[src/common/host_port_pkg.sv]
// Shared constants and types of the multiplexed host port front end
package host_port_pkg;

  // Bus and address widths
  localparam int DATA_W = 8;                     // Host data bus width
  localparam int ADDR_W = 16;                    // Port address register width

  // Access-select encoding {access_sel_1, access_sel_0}
  localparam logic [1:0] SEL_CTRL     = 2'h0;    // Control register
  localparam logic [1:0] SEL_DATA_INC = 2'h1;    // Data register, autoincrement
  localparam logic [1:0] SEL_ADDR     = 2'h2;    // Address register
  localparam logic [1:0] SEL_DATA     = 2'h3;    // Data register, fixed address

  // Reset and idle values
  localparam logic [ADDR_W-1:0] ADDR_RST  = 16'h0000; // Address register reset
  localparam logic [DATA_W-1:0] BYTE_RST  = 8'h00;    // Byte register reset
  localparam logic [ADDR_W-1:0] ADDR_STEP = 16'h0001; // Autoincrement step
  localparam logic              RDY_IDLE  = 1'b1;     // Ready level after reset
  localparam logic              IRQ_IDLE  = 1'b1;     // Interrupt level after reset

  // Byte order inside one host cycle
  localparam logic BYTE_FIRST = 1'b0;            // byte_ident_in low marks first byte
  localparam int   HI_LSB     = 8;               // High byte position in a word

  // Transfer sequencer states
  typedef enum logic [1:0] {
    XS_IDLE,                                     // Waiting for a strobe
    XS_ACTIVE,                                   // Strobe held, access in progress
    XS_WAIT                                      // Waiting for core to answer
  } xfer_state_t;

endpackage : host_port_pkg

[src/common/host_word_if.sv]
// Word carrier between the pin front end and its address unit
interface host_word_if;
  import host_port_pkg::*;
  logic              strobe;                     // One-cycle access pulse
  logic              write;                      // Access is a write
  logic [1:0]        sel;                        // Register target
  logic              second;                     // Second byte of host cycle
  logic [DATA_W-1:0] wbyte;                      // Byte written by host
  logic [ADDR_W-1:0] addr;                       // Current port address

  modport front (output strobe, write, sel, second, wbyte, input addr);
  modport addr_unit (input strobe, write, sel, second, wbyte, output addr);
endinterface : host_word_if

[src/core/host_port_addr.sv]
// Port address register with strobe latch and autoincrement
module host_port_addr
  import host_port_pkg::*;
(
  input  wire logic   clk,                       // Device clock
  input  wire logic   reset_n,                   // Synchronous reset, active low
  input  wire logic   ce,                        // Clock enable
  input  wire logic   as_load,                   // Address strobe latch pulse
  input  wire logic [DATA_W-1:0] as_byte,        // Bus byte at strobe
  input  wire logic   as_second,                 // Strobe on second byte
  host_word_if.addr_unit w                       // Access carrier
);

  typedef struct packed {
    logic [ADDR_W-1:0] addr;                     // Address register
  } st_t;

  st_t st_r;                                     // Registered state
  st_t st_nxt;                                   // Next state

  assign w.addr = st_r.addr;

  // Address updates: strobe latch, direct write, autoincrement
  always_comb begin
    st_nxt = st_r;
    if (as_load) begin                           // Latch from multiplexed bus
      if (as_second)
        st_nxt.addr[ADDR_W-1:HI_LSB] = as_byte;
      else
        st_nxt.addr[HI_LSB-1:0] = as_byte;
    end else if (w.strobe && w.write && w.sel == SEL_ADDR) begin
      if (w.second)
        st_nxt.addr[ADDR_W-1:HI_LSB] = w.wbyte;
      else
        st_nxt.addr[HI_LSB-1:0] = w.wbyte;
    end else if (w.strobe && w.second && w.sel == SEL_DATA_INC) begin
      st_nxt.addr = st_r.addr + ADDR_STEP;       // Step after full word
    end
  end

  // State register
  always_ff @(posedge clk) begin
    if (!reset_n)
      st_r <= '{addr: ADDR_RST};
    else if (ce)
      st_r <= st_nxt;
  end

endmodule : host_port_addr

[src/core/host_port_pins.sv]
// Pin function selection, strap capture and tri-state control
module host_port_pins
  import host_port_pkg::*;
(
  input  wire logic clk,                         // Device clock
  input  wire logic reset_n,                     // Synchronous reset, active low
  input  wire logic ce,                          // Clock enable
  input  wire logic function_strap,              // Pin function strap
  input  wire logic port_enable_in,              // Port enable pin
  output logic      host_mode,                   // Pins act as host port
  output logic      out_live                     // Outputs may drive
);

  typedef struct packed {
    logic strap;                                 // Captured strap
    logic live;                                  // Out of reset
  } st_t;

  st_t st_r;                                     // Registered state
  st_t st_nxt;                                   // Next state

  // Strap tracks the pin while in reset, frozen once released
  always_comb begin
    st_nxt = st_r;
    st_nxt.live = 1'b1;
  end

  // Capture happens on every clock edge while reset is low, so the value held is the last one
  // sampled before reset rose
  always_ff @(posedge clk) begin
    if (!reset_n) begin
      st_r.live  <= 1'b0;
      st_r.strap <= function_strap;              // Clocked sample of strap
    end else if (ce) begin
      st_r <= st_nxt;
    end
  end

  assign host_mode = st_r.strap;
  assign out_live  = st_r.live && port_enable_in; // Z in reset or disable

endmodule : host_port_pins

[src/core/host_port_frontend.sv]
// Pin-level front end of the multiplexed 8-bit host port
module host_port_frontend
  import host_port_pkg::*;
(
  input  wire logic              clk,             // Device clock, 200 MHz
  input  wire logic              reset_n,         // Synchronous reset, active low
  input  wire logic              ce,              // Clock enable, freezes state
  input  wire logic              function_strap,  // Pin function strap
  input  wire logic              port_enable_in,  // Port enable pin
  input  wire logic              host_ctrl_pin_a_i, // Pin A input
  output logic                   host_ctrl_pin_a_o, // Pin A output value
  output logic                   host_ctrl_pin_a_oe_n, // Pin A drive, low drives
  input  wire logic              host_ctrl_pin_b_i, // Pin B input
  output logic                   host_ctrl_pin_b_o, // Pin B output value
  output logic                   host_ctrl_pin_b_oe_n, // Pin B drive, low drives
  input  wire logic              access_sel_0,    // Access select bit 0
  input  wire logic              access_sel_1,    // Access select bit 1
  input  wire logic              port_select_n,   // Port select, active low
  input  wire logic              read_write_sel,  // High read, low write
  input  wire logic              data_strobe_1,   // Data strobe 1
  input  wire logic              data_strobe_2,   // Data strobe 2
  input  wire logic [DATA_W-1:0] host_data_bus_i, // Data bus input
  output logic [DATA_W-1:0]      host_data_bus_o, // Data bus output value
  output logic                   host_data_bus_oe_n, // Data bus drive, low drives
  output logic                   port_ready_out,  // Ready value
  output logic                   port_ready_oe_n, // Ready drive, low drives
  output logic                   host_irq_out,    // Host interrupt value
  output logic                   host_irq_oe_n,   // Interrupt drive, low drives
  input  wire logic              gp_dir_a,        // Core: gp bit A is output
  input  wire logic              gp_out_a,        // Core: gp bit A value
  input  wire logic              gp_dir_b,        // Core: gp bit B is output
  input  wire logic              gp_out_b,        // Core: gp bit B value
  output logic                   gp_io_bit_a,     // Gp bit A level to core
  output logic                   gp_io_bit_b,     // Gp bit B level to core
  input  wire logic              irq_req,         // Core asks to interrupt host
  input  wire logic              irq_ack,         // Core clears host interrupt
  input  wire logic              core_busy,       // Core cannot take access yet
  input  wire logic [DATA_W-1:0] ctrl_rdata,      // Control register low byte
  input  wire logic [ADDR_W-1:0] data_rdata,      // Data word at current address
  output logic                   acc_valid,       // One-cycle access pulse
  output logic                   acc_write,       // Access is a write
  output logic [1:0]             acc_sel,         // Register target
  output logic                   acc_second,      // Second byte of the word
  output logic [DATA_W-1:0]      acc_wbyte,       // Byte written by host
  output logic [ADDR_W-1:0]      port_address_reg // Current port address
);

  logic host_mode;                               // Pins act as host port
  logic out_live;                                // Outputs may drive
  logic strobe_in;                               // Combined strobe level
  logic as_load;                                 // Address strobe latch pulse
  logic byte_sel;                                // Byte ident while host mode

  host_word_if w ();                             // Carrier to address unit

  typedef struct packed {
    xfer_state_t       state;                    // Transfer sequencer
    logic              as_prev;                  // Address strobe last cycle
    logic              irq;                      // Interrupt level, low asserts
    logic              drive;                    // Host read in progress
    logic [DATA_W-1:0] rbyte;                    // Read byte register
    logic              pulse;                    // Access pulse
    logic              write;                    // Access write flag
    logic [1:0]        sel;                      // Access target
    logic              second;                   // Access byte flag
    logic [DATA_W-1:0] wbyte;                    // Access write byte
  } st_t;

  st_t st_r;                                     // Registered state
  st_t st_nxt;                                   // Next state

  // Pin function and output gating
  host_port_pins u_pins (
    .clk            (clk),
    .reset_n        (reset_n),
    .ce             (ce),
    .function_strap (function_strap),
    .port_enable_in (port_enable_in),
    .host_mode      (host_mode),
    .out_live       (out_live)
  );

  // Address register
  host_port_addr u_addr (
    .clk       (clk),
    .reset_n   (reset_n),
    .ce        (ce),
    .as_load   (as_load),
    .as_byte   (host_data_bus_i),
    .as_second (byte_sel),
    .w         (w)
  );

  // Strobes combine: transfer active when exactly one strobe is low
  assign strobe_in = data_strobe_1 ^ data_strobe_2;
  assign byte_sel  = host_mode ? host_ctrl_pin_b_i : BYTE_FIRST;
  // Falling edge of address strobe, only in multiplexed host mode
  assign as_load   = host_mode && out_live && !port_select_n
                     && st_r.as_prev && !host_ctrl_pin_a_i;

  // Gp bits see the pins in both pin functions, host or gp
  assign gp_io_bit_a = host_ctrl_pin_a_i;
  assign gp_io_bit_b = host_ctrl_pin_b_i;

  // Sequencer and output registers
  always_comb begin
    st_nxt = st_r;
    st_nxt.pulse = 1'b0;
    st_nxt.as_prev = host_ctrl_pin_a_i;
    if (irq_req)
      st_nxt.irq = ~IRQ_IDLE;                    // Assert toward host
    else if (irq_ack)
      st_nxt.irq = IRQ_IDLE;
    unique case (st_r.state)
      XS_IDLE: begin
        // Access taken only in host mode, while selected
        if (host_mode && out_live && !port_select_n && strobe_in) begin
          st_nxt.state  = XS_ACTIVE;
          st_nxt.pulse  = 1'b1;
          st_nxt.write  = !read_write_sel;
          st_nxt.sel    = {access_sel_1, access_sel_0};
          st_nxt.second = byte_sel;
          st_nxt.wbyte  = host_data_bus_i;
          st_nxt.drive  = read_write_sel;        // Drive bus on read
          unique case ({access_sel_1, access_sel_0})
            SEL_CTRL:
              st_nxt.rbyte = ctrl_rdata;
            SEL_ADDR:
              st_nxt.rbyte = byte_sel ? w.addr[ADDR_W-1:HI_LSB] : w.addr[HI_LSB-1:0];
            SEL_DATA, SEL_DATA_INC:
              st_nxt.rbyte = byte_sel ? data_rdata[ADDR_W-1:HI_LSB] : data_rdata[HI_LSB-1:0];
          endcase
        end
      end
      XS_ACTIVE: begin
        if (!strobe_in) begin
          st_nxt.drive = 1'b0;
          st_nxt.state = core_busy ? XS_WAIT : XS_IDLE;
        end
      end
      XS_WAIT: begin
        if (!core_busy)                          // Ready returns once core done
          st_nxt.state = XS_IDLE;
      end
    endcase
  end

  // State register
  always_ff @(posedge clk) begin
    if (!reset_n) begin
      st_r <= '{state: XS_IDLE, as_prev: 1'b1, irq: IRQ_IDLE, drive: 1'b0,
                rbyte: BYTE_RST, pulse: 1'b0, write: 1'b0, sel: SEL_CTRL,
                second: BYTE_FIRST, wbyte: BYTE_RST};
    end else if (ce) begin
      st_r <= st_nxt;
    end
  end

  // Carrier toward address unit
  assign w.strobe = st_r.pulse;
  assign w.write  = st_r.write;
  assign w.sel    = st_r.sel;
  assign w.second = st_r.second;
  assign w.wbyte  = st_r.wbyte;

  // Access report to core
  assign acc_valid        = st_r.pulse;
  assign acc_write        = st_r.write;
  assign acc_sel          = st_r.sel;
  assign acc_second       = st_r.second;
  assign acc_wbyte        = st_r.wbyte;
  assign port_address_reg = w.addr;

  // Host outputs, undriven in reset or when disabled
  assign port_ready_out     = (st_r.state == XS_IDLE) ? RDY_IDLE : ~RDY_IDLE;
  assign port_ready_oe_n    = !(out_live && host_mode);
  assign host_irq_out       = st_r.irq;
  assign host_irq_oe_n      = !(out_live && host_mode);
  assign host_data_bus_o    = st_r.rbyte;
  assign host_data_bus_oe_n = !(out_live && host_mode && st_r.drive);

  // Shared pins are inputs in host mode; gp outputs only after core asks
  assign host_ctrl_pin_a_o    = gp_out_a;
  assign host_ctrl_pin_a_oe_n = !(out_live && !host_mode && gp_dir_a);
  assign host_ctrl_pin_b_o    = gp_out_b;
  assign host_ctrl_pin_b_oe_n = !(out_live && !host_mode && gp_dir_b);

endmodule : host_port_frontend

[config.mk]
export PLATFORM = sky130hd
export DESIGN_NAME = host_port_frontend
export DESIGN_NICKNAME = d
export VERILOG_FILES = /design/src/common/host_port_pkg.sv /design/src/common/host_word_if.sv /design/src/core/host_port_addr.sv /design/src/core/host_port_pins.sv /design/src/core/host_port_frontend.sv
export SDC_FILE = /design/constraint.sdc
export NUM_CORES = 1
export LEC_CHECK = 0
export BUFFER_PORTS_ARGS = -buffer_cell sky130_fd_sc_hd__buf_2
export CAP_MARGIN = 40
export CORE_ASPECT_RATIO = 1.25
export CORE_MARGIN = 2
export CORE_UTILIZATION = 29
export CTS_CLUSTER_SIZE = 30
export DETAILED_ROUTE_END_ITERATION = 8
export GPL_TIMING_DRIVEN = 1
export PLACE_DENSITY_LB_ADDON = 0.08
export SYNTH_ARGS = -nofsm -noshare
export SYNTH_HDL_FRONTEND = slang
export SYNTH_SLANG_ARGS = --single-unit
[constraint.sdc]
create_clock -name clk -period 2.3 [get_ports clk]
set_input_delay 0.46 -clock clk [delete_from_list [all_inputs] [get_ports clk]]
set_output_delay 0.46 -clock clk [all_outputs]
set_load 0.05 [all_outputs]
==> results.txt, run 1 <==
Run status: complete, no violations
Max-cap check violation count: 0
Boundary pin count: 100
Hold Buf Count CTS: 0
CTS sink count: 44
Synthesized instance count: 395
Placed instance area: 3430 um^2
DRC viols: 0
Final Hold Vio Count: 0
Register area: 891 um^2
Die area: 11000 um^2
Leakage Power: 1.49 nW
Sequential cell area fraction in the yosys report: 30.1%
Final Total Pwr: 1.75 mW
Initial antenna violation count: 0
Nets@finish: 520
Multi-input gate area: 1720 um^2
Antenna diodes: 0
CP max FO: 9
Worst Hold Class: in2reg
Ys Warns: 0
Setup TNS: 0 ps
Peak supply drop: 0.000253 V
Drt initial violations: 217
Critical Path RT: 2520 ps
WP data arrival: 2220 ps
Core area: 10000 um^2
Die Width: 94.4 um
Number of post-CTS setup repair buffers: 0
Unique cell type count in the Yosys netlist: 63
CP Cell Sequence: nand4b_2, buf_4, o21ai_4, nand3_1, or4_1, a21oi_1
Largest net degree at the start of global routing: 29
Final setup vio count: 0
Layout Skew: 3.87 ps
Top cell type's share of synthesized area: 29.1%
Final Cycle Share: 87.0%
First-pass GRT wire length: 15400 um
Via count: 3031
Remaining antenna violation count: 0
Clock tree buffer depth: 2
DR vias/cell: 5.10
Count of input and output buffers: 95
H-tree levels: 2
DP HPWL: 7600 um
Initial Utilization: 29.6%
Row cnt: 41
CTS Buf Count: 5
PostCTS Resize Cnt: 0
CTS tree: done
Area growth syn-to-layout: 20.9%
RePlAce Congestion: 0.819
Layout cells sized above 1: 28.6%
Max stage delay cell, worst path: or4_1
Crit path time final: 2000 ps
Worst-margin pin slew: 558 ps
Total wire length: 10000 um
Clock power share: 42.4%
WS Path Type: reg2reg
Fill cells: 1100
Design area: 3580 um^2
Internal power: 1.29 mW
Combinational power share: 12.9%
Worst rel slew slack: 62.7%
Main synth FF type: dfxtp_1
Post-Syn Area per Cell: 7.50 um^2
Syn Nets: 451
Worst setup EP type: register
Largest area contributor in the netlist: dfxtp_1
Fmax: 500 MHz
Worst skew pair latency: 290 ps
Net Sw Power: 0.458 mW
FF+latch count, synth: 44
Clock slew at reported path FFs: 60 ps
Wirelength per Cell: 16.8 um
TritonRoute pass-1 iters: 4
GRT Total Usage: 18.0%
RSZ-0062 raised after global routing: no
DIE HEIGHT: 117 um
Synth area leaders: dfxtp_1 29%, nand2_1 8.1%, a21oi_1 7.3%, buf_4 7.1%, mux2i_1 5.1%
CP Launch Type: register
Root Buffer: clkbuf_16
Most frequent cell after synthesis: nand2_1
Post-synthesis async set-or-reset flop share: 0%
Top cells by count, synth: 64 x nand2_1, 43 x a21oi_1, 43 x dfxtp_1
Max Transition Viols Final: 0
Seq pwr share: 44.8%
Vias in the first global route: 2889
PD cells: 488 nW/um^2
Slowest stage delay, CP: 490 ps
Post-synth EDFFs: 1
GRT Residual Overflow: 0
Post-Syn Area: 2960 um^2
Switching Share: 26.2%
path summary, 6_finish.rpt:
| kind | depth (start not counted) | from | slack (ps) | to |
|---|---|---|---|---|
| min reg2reg | 2 | host_data_bus_o[3]$_SDFFE_PN0P_ | 470 | host_data_bus_o[3]$_SDFFE_PN0P_ |
| max | 6 | u_pins.host_mode$_DFFE_PN_ | 300 | st_r[25]$_SDFFE_PN0P_ |
| min | 2 | read_write_sel | 370 | acc_write$_SDFFE_PN0P_ |
| max reg2reg | 6 | u_pins.host_mode$_DFFE_PN_ | 300 | st_r[25]$_SDFFE_PN0P_ |
sequential cells by signal, indices dropped and copies added, names as in the netlist:
register          cells
acc_second            1
acc_sel               2
acc_valid             1
acc_wbyte             8
acc_write             1
host_data_bus_o       8
host_irq_out          1
st_r                  4
u_addr.w.addr        16
u_pins.host_mode      1
u_pins.st_r           1
cell usage in the layout (no fill, tap or decap), types with 5 or more instances in the layout:
cell and count:
nand4_1 6, buf_4 19, nand2_1 64, o21ai_0 29, nor3_1 7, nand2b_1 7, clkbuf_16 5, dfxtp_1 43
a21oi_1 43, inv_1 5, buf_2 95, nor2_1 21, mux2i_1 15, nand3_1 26
cells by family after synthesis:
family | count (synthesis) | share of synthesized area (%)
xor+xnor | 6 | 2.03
flops | 44 | 30.1
fa+ha+maj | 4 | 1.69
buf+inv | 59 | 11.8
mux | 15 | 5.07
compound gates | 109 | 22.7
simple gates | 158 | 26.6
worst max-delay path, delay by kind of cell, from the launching register on:
kind | cells | cell delay (ps)
DFF | 1 | 480
AOI/OAI and AO/OA | 2 | 250
and+or+nand+nor | 3 | 920
buffers and inverters | 1 | 270
power groups by stage:
stage,sequential [mW],clock (mW),combinational [mW]
2_1_floorplan,0.806,0,0.142
3_3_place_gp,0.801,0,0.225
3_5_place_dp,0.800,0,0.227
4_1_cts,0.783,0.760,0.227
5_1_grt,0.784,0.790,0.247
6_report,0.783,0.741,0.225
metal layers:
metal	GRT usage [%]	vias to the layer above	wire length (um)	part of all wire [%]
li1	-	1532	-	-
met1	22.6	1394	4340	43
met2	32.0	99	4950	49
met3	2.88	6	593	5.9
met4	4.54	0	124	1.2
met5	0	-	0	0
layout make-up:
cell class                 count  area share, %
sequential                    44           24.9
tap                          129           4.51
timing repair buffer         115           17.8
clock buffer                   8           4.09
inverter                       6          0.629
multi-input combinational    292           48.1
stage by stage:
| step | hold slack (ps) | utilization [%] | std cells | setup slack, ps |
|---|---|---|---|---|
| floorplan | 445 | - | 395 | 314 |
| detailed placement | 459 | 34.3 | 586 | 116 |
| global placement | 460 | 34.3 | 585 | 107 |
| CTS | 366 | 35.8 | 594 | 259 |
| finish | 367 | 35.8 | 594 | 299 |
| global route | 372 | 35.8 | 594 | 42.9 |
No activity file was read; power rests on OpenSTA's default activity.
==> inputs of run 2 (changes only) <==
--- a/config.mk
+++ b/config.mk
@@ -5,6 +5,7 @@
 export SDC_FILE = /design/constraint.sdc
 export NUM_CORES = 1
 export LEC_CHECK = 0
+export ABC_AREA = 1
 export BUFFER_PORTS_ARGS = -buffer_cell sky130_fd_sc_hd__buf_2
 export CAP_MARGIN = 40
 export CORE_ASPECT_RATIO = 1.25
==> constraint.sdc (replaced) <==
create_clock -name clk -period 2 [get_ports clk]
set_input_delay 0.4 -clock clk [delete_from_list [all_inputs] [get_ports clk]]
set_output_delay 0.4 -clock clk [all_outputs]
set_load 0.05 [all_outputs]
==> results.txt, run 2 <==
Top delay family on crit path: simple AND/OR/NAND/NOR gates
Reg-to-reg endpoint: u_addr.w.addr[9]$_SDFFE_PN0P_
WS Path Type: reg2reg
Worst-margin pin slew: 553 ps
Critical Path RT: 2240 ps
Slowest stage delay, CP: 460 ps
Run status: complete, no violations
Via count: 3222
FF+latch count, synth: 44
Post-synthesis compound-gate area fraction: 21.9%
Post-Syn Area: 2980 um^2
Largest area contributor in the netlist: dfxtp_1
Number of post-CTS setup repair buffers: 0
Row cnt: 41
Die Width: 94.7 um
Fmax: 587 MHz
H-tree levels: 2
GRT Residual Overflow: 0
Root Buffer: clkbuf_16
Crit path time final: 1700 ps
CTS Buf Count: 5
FF-to-FF setup slack: 300 ps
Count of input and output buffers: 95
Remaining antenna violation count: 0
Finished Layout Cells: 679
Commonest cells after routing, fill and taps aside: 105 x nand2_1, 95 x buf_2, 70 x nor2_1
Largest net degree at the start of global routing: 20
Worst setup EP type: register
Main synth FF type: dfxtp_1
CP max FO: 6
CP Cell Sequence: nand3_1, nor2_1, a21oi_1, o21ai_0, nand2_1, nand2_1, nand2_1, inv_1
Max-cap check violation count: 0
Boundary pin count: 100
Worst Hold Class: in2reg
Drt initial violations: 137
Total wire length: 10100 um
Synthesized instance count: 473
Setup TNS: 0 ps
Post-synthesis async set-or-reset flop share: 0%
Layout cells sized above 1: 23.6%
Layout Skew: 4.48 ps
Top cell type's share of synthesized area: 28.9%
Multiplexer share of the synthesized area: 0%
Antenna diodes: 0
Syn Nets: 529
Post-Syn Area per Cell: 6.30 um^2
Die area: 11100 um^2
Placed cells: 671
Top cells by count, synth: 105 x nand2_1, 70 x nor2_1, 52 x o21ai_0
Worst R2R Start: u_addr.w.addr[1]$_SDFFE_PN0P_
CTS sink count: 44
Pre-CTS setup slack: 275 ps
DP HPWL: 7870 um
Xor-xnor portion of the synthesized cell area: 0.294%
Worst R2R Path Depth: 8
Buf/Inv on CP: 1
Post-layout util: 36.2%
First-pass GRT wire length: 16100 um
Max Transition Viols Final: 0
Hold path depth: 2
Most Frequent Cell on Critical Path: nand2_1
Final setup vio count: 0
Core area: 10100 um^2
RePlAce Congestion: 0.837
Hold Buf Count CTS: 0
DR vias/cell: 4.75
Leakage Power: 1.72 nW
Final Cycle Share: 85.2%
Hold_sp: read_write_sel
Adder-cell area share of the yosys netlist: 1.68%
PD cells: 585 nW/um^2
RSZ-0062 raised after global routing: no
Most frequent cell after synthesis: nand2_1
Largest family of logic cells by synthesized area: simple AND/OR/NAND/NOR gates
Post-synth EDFFs: 1
Area growth syn-to-layout: 22.2%
Clock slew at reported path FFs: 60 ps
CTS tree: done
Ys Warns: 0
Worst Hold Path EP: acc_write$_SDFFE_PN0P_
CP Launch Type: register
Initial antenna violation count: 0
PostCTS Resize Cnt: 0
Max reg flops: 16
Worst rel slew slack: 63.0%
Final WS setup: 297 ps
Max stage delay cell, worst path: dfxtp_1
Commonest non-fill, non-tap cell in the layout: nand2_1
DRC viols: 0
Sequential cell area fraction in the yosys report: 29.9%
Peak supply drop: 0.000243 V
Vias in the first global route: 3106
Wirelength per Cell: 14.9 um
Initial Utilization: 29.6%
TritonRoute pass-1 iters: 6
Final Hold Vio Count: 0
Area share of and/or/nand/nor cells after synthesis: 32.2%
Worst skew pair latency: 290 ps
Clock tree buffer depth: 2
WP data arrival: 1940 ps
GRT Total Usage: 18.5%
Synth area leaders: dfxtp_1 29%, nand2_1 13%, nor2_1 8.8%, o21ai_0 8.7%, a21oi_1 7.1%
DIE HEIGHT: 117 um
Unique cell type count in the Yosys netlist: 30
Nets@finish: 605
run 2: cell count changes after synthesis, moves of 7 or more:
| cell | change |
|---|---|
| o21ai_0 | +23 |
| inv_1 | +37 |
| nand2_1 | +41 |
| mux2i_1 | -15 |
| nor2_1 | +49 |
| nand3_1 | -8 |
| o21ai_1 | +11 |
| nand2b_1 | -7 |
run 2: cells by family after synthesis:
| group | count (synthesis) |
|---|---|
| AO/OA/AOI/OAI | 120 |
| XOR/XNOR | 1 |
| adder cells (fa/ha/maj) | 4 |
| buffers and inverters | 85 |
| flip-flops | 44 |
| AND/OR/NAND/NOR | 219 |
run 2: worst max-delay path by stage:
stage / slack (ps) / start / to / cells past startpoint
after floorplan: 220 / u_addr.w.addr[1]$_SDFFE_PN0P_ / u_addr.w.addr[10]$_SDFFE_PN0P_ / 12
after global placement: 260 / u_addr.w.addr[1]$_SDFFE_PN0P_ / u_addr.w.addr[9]$_SDFFE_PN0P_ / 8
after detailed placement: 280 / host_ctrl_pin_a_i / u_addr.w.addr[7]$_SDFFE_PN0P_ / 9
after CTS: 260 / u_addr.w.addr[1]$_SDFFE_PN0P_ / u_addr.w.addr[9]$_SDFFE_PN0P_ / 8
after global routing: 80 / u_addr.w.addr[1]$_SDFFE_PN0P_ / u_addr.w.addr[9]$_SDFFE_PN0P_ / 8
final: 300 / u_addr.w.addr[1]$_SDFFE_PN0P_ / u_addr.w.addr[9]$_SDFFE_PN0P_ / 8
run 2: cell type report:
class	count	area (um^2)
clock inverters	2	35.0
inverters	43	161
repair buffers	111	596
multi-input cells	344	1670
clock buffers	6	129
flip-flops and latches	44	891
fillers	1174	6410
well taps	129	161
run 2: power breakdown:
part / internal [mW] / total (mW) / switching (mW)
clock network: 0.589 / 0.953 / 0.365
logic: 0.0942 / 0.269 / 0.175
registers: 0.894 / 0.909 / 0.0154
total: 1.58 / 2.13 / 0.555
run 2: metal layers:
metal  GRT usage, %  wire (um)
met1           25.9       4770
met3           3.21        642
met2           29.1       4550
met5              0          0
met4           5.07        147
run 2: metrics by stage:
| stage | total power, mW | instance area [um^2] | hold WS [ps] |
|---|---|---|---|
| finish | 2.13 | 3640 | 303 |
| global route | 2.22 | 3640 | 295 |
| CTS | 2.16 | 3640 | 294 |
| detailed placement | 1.20 | 3480 | 454 |
| global placement | 1.20 | 3480 | 450 |
| floorplan | 1.11 | 2980 | 421 |
run 2: worst reg2reg max path, stage by stage, from the launching register on:
cell     delay [ps]
dfxtp_1         460
nand3_1         280
nor2_1          350
a21oi_1         120
o21ai_0         230
nand2_1          70
nand2_1          60
nand2_1          40
inv_1            40
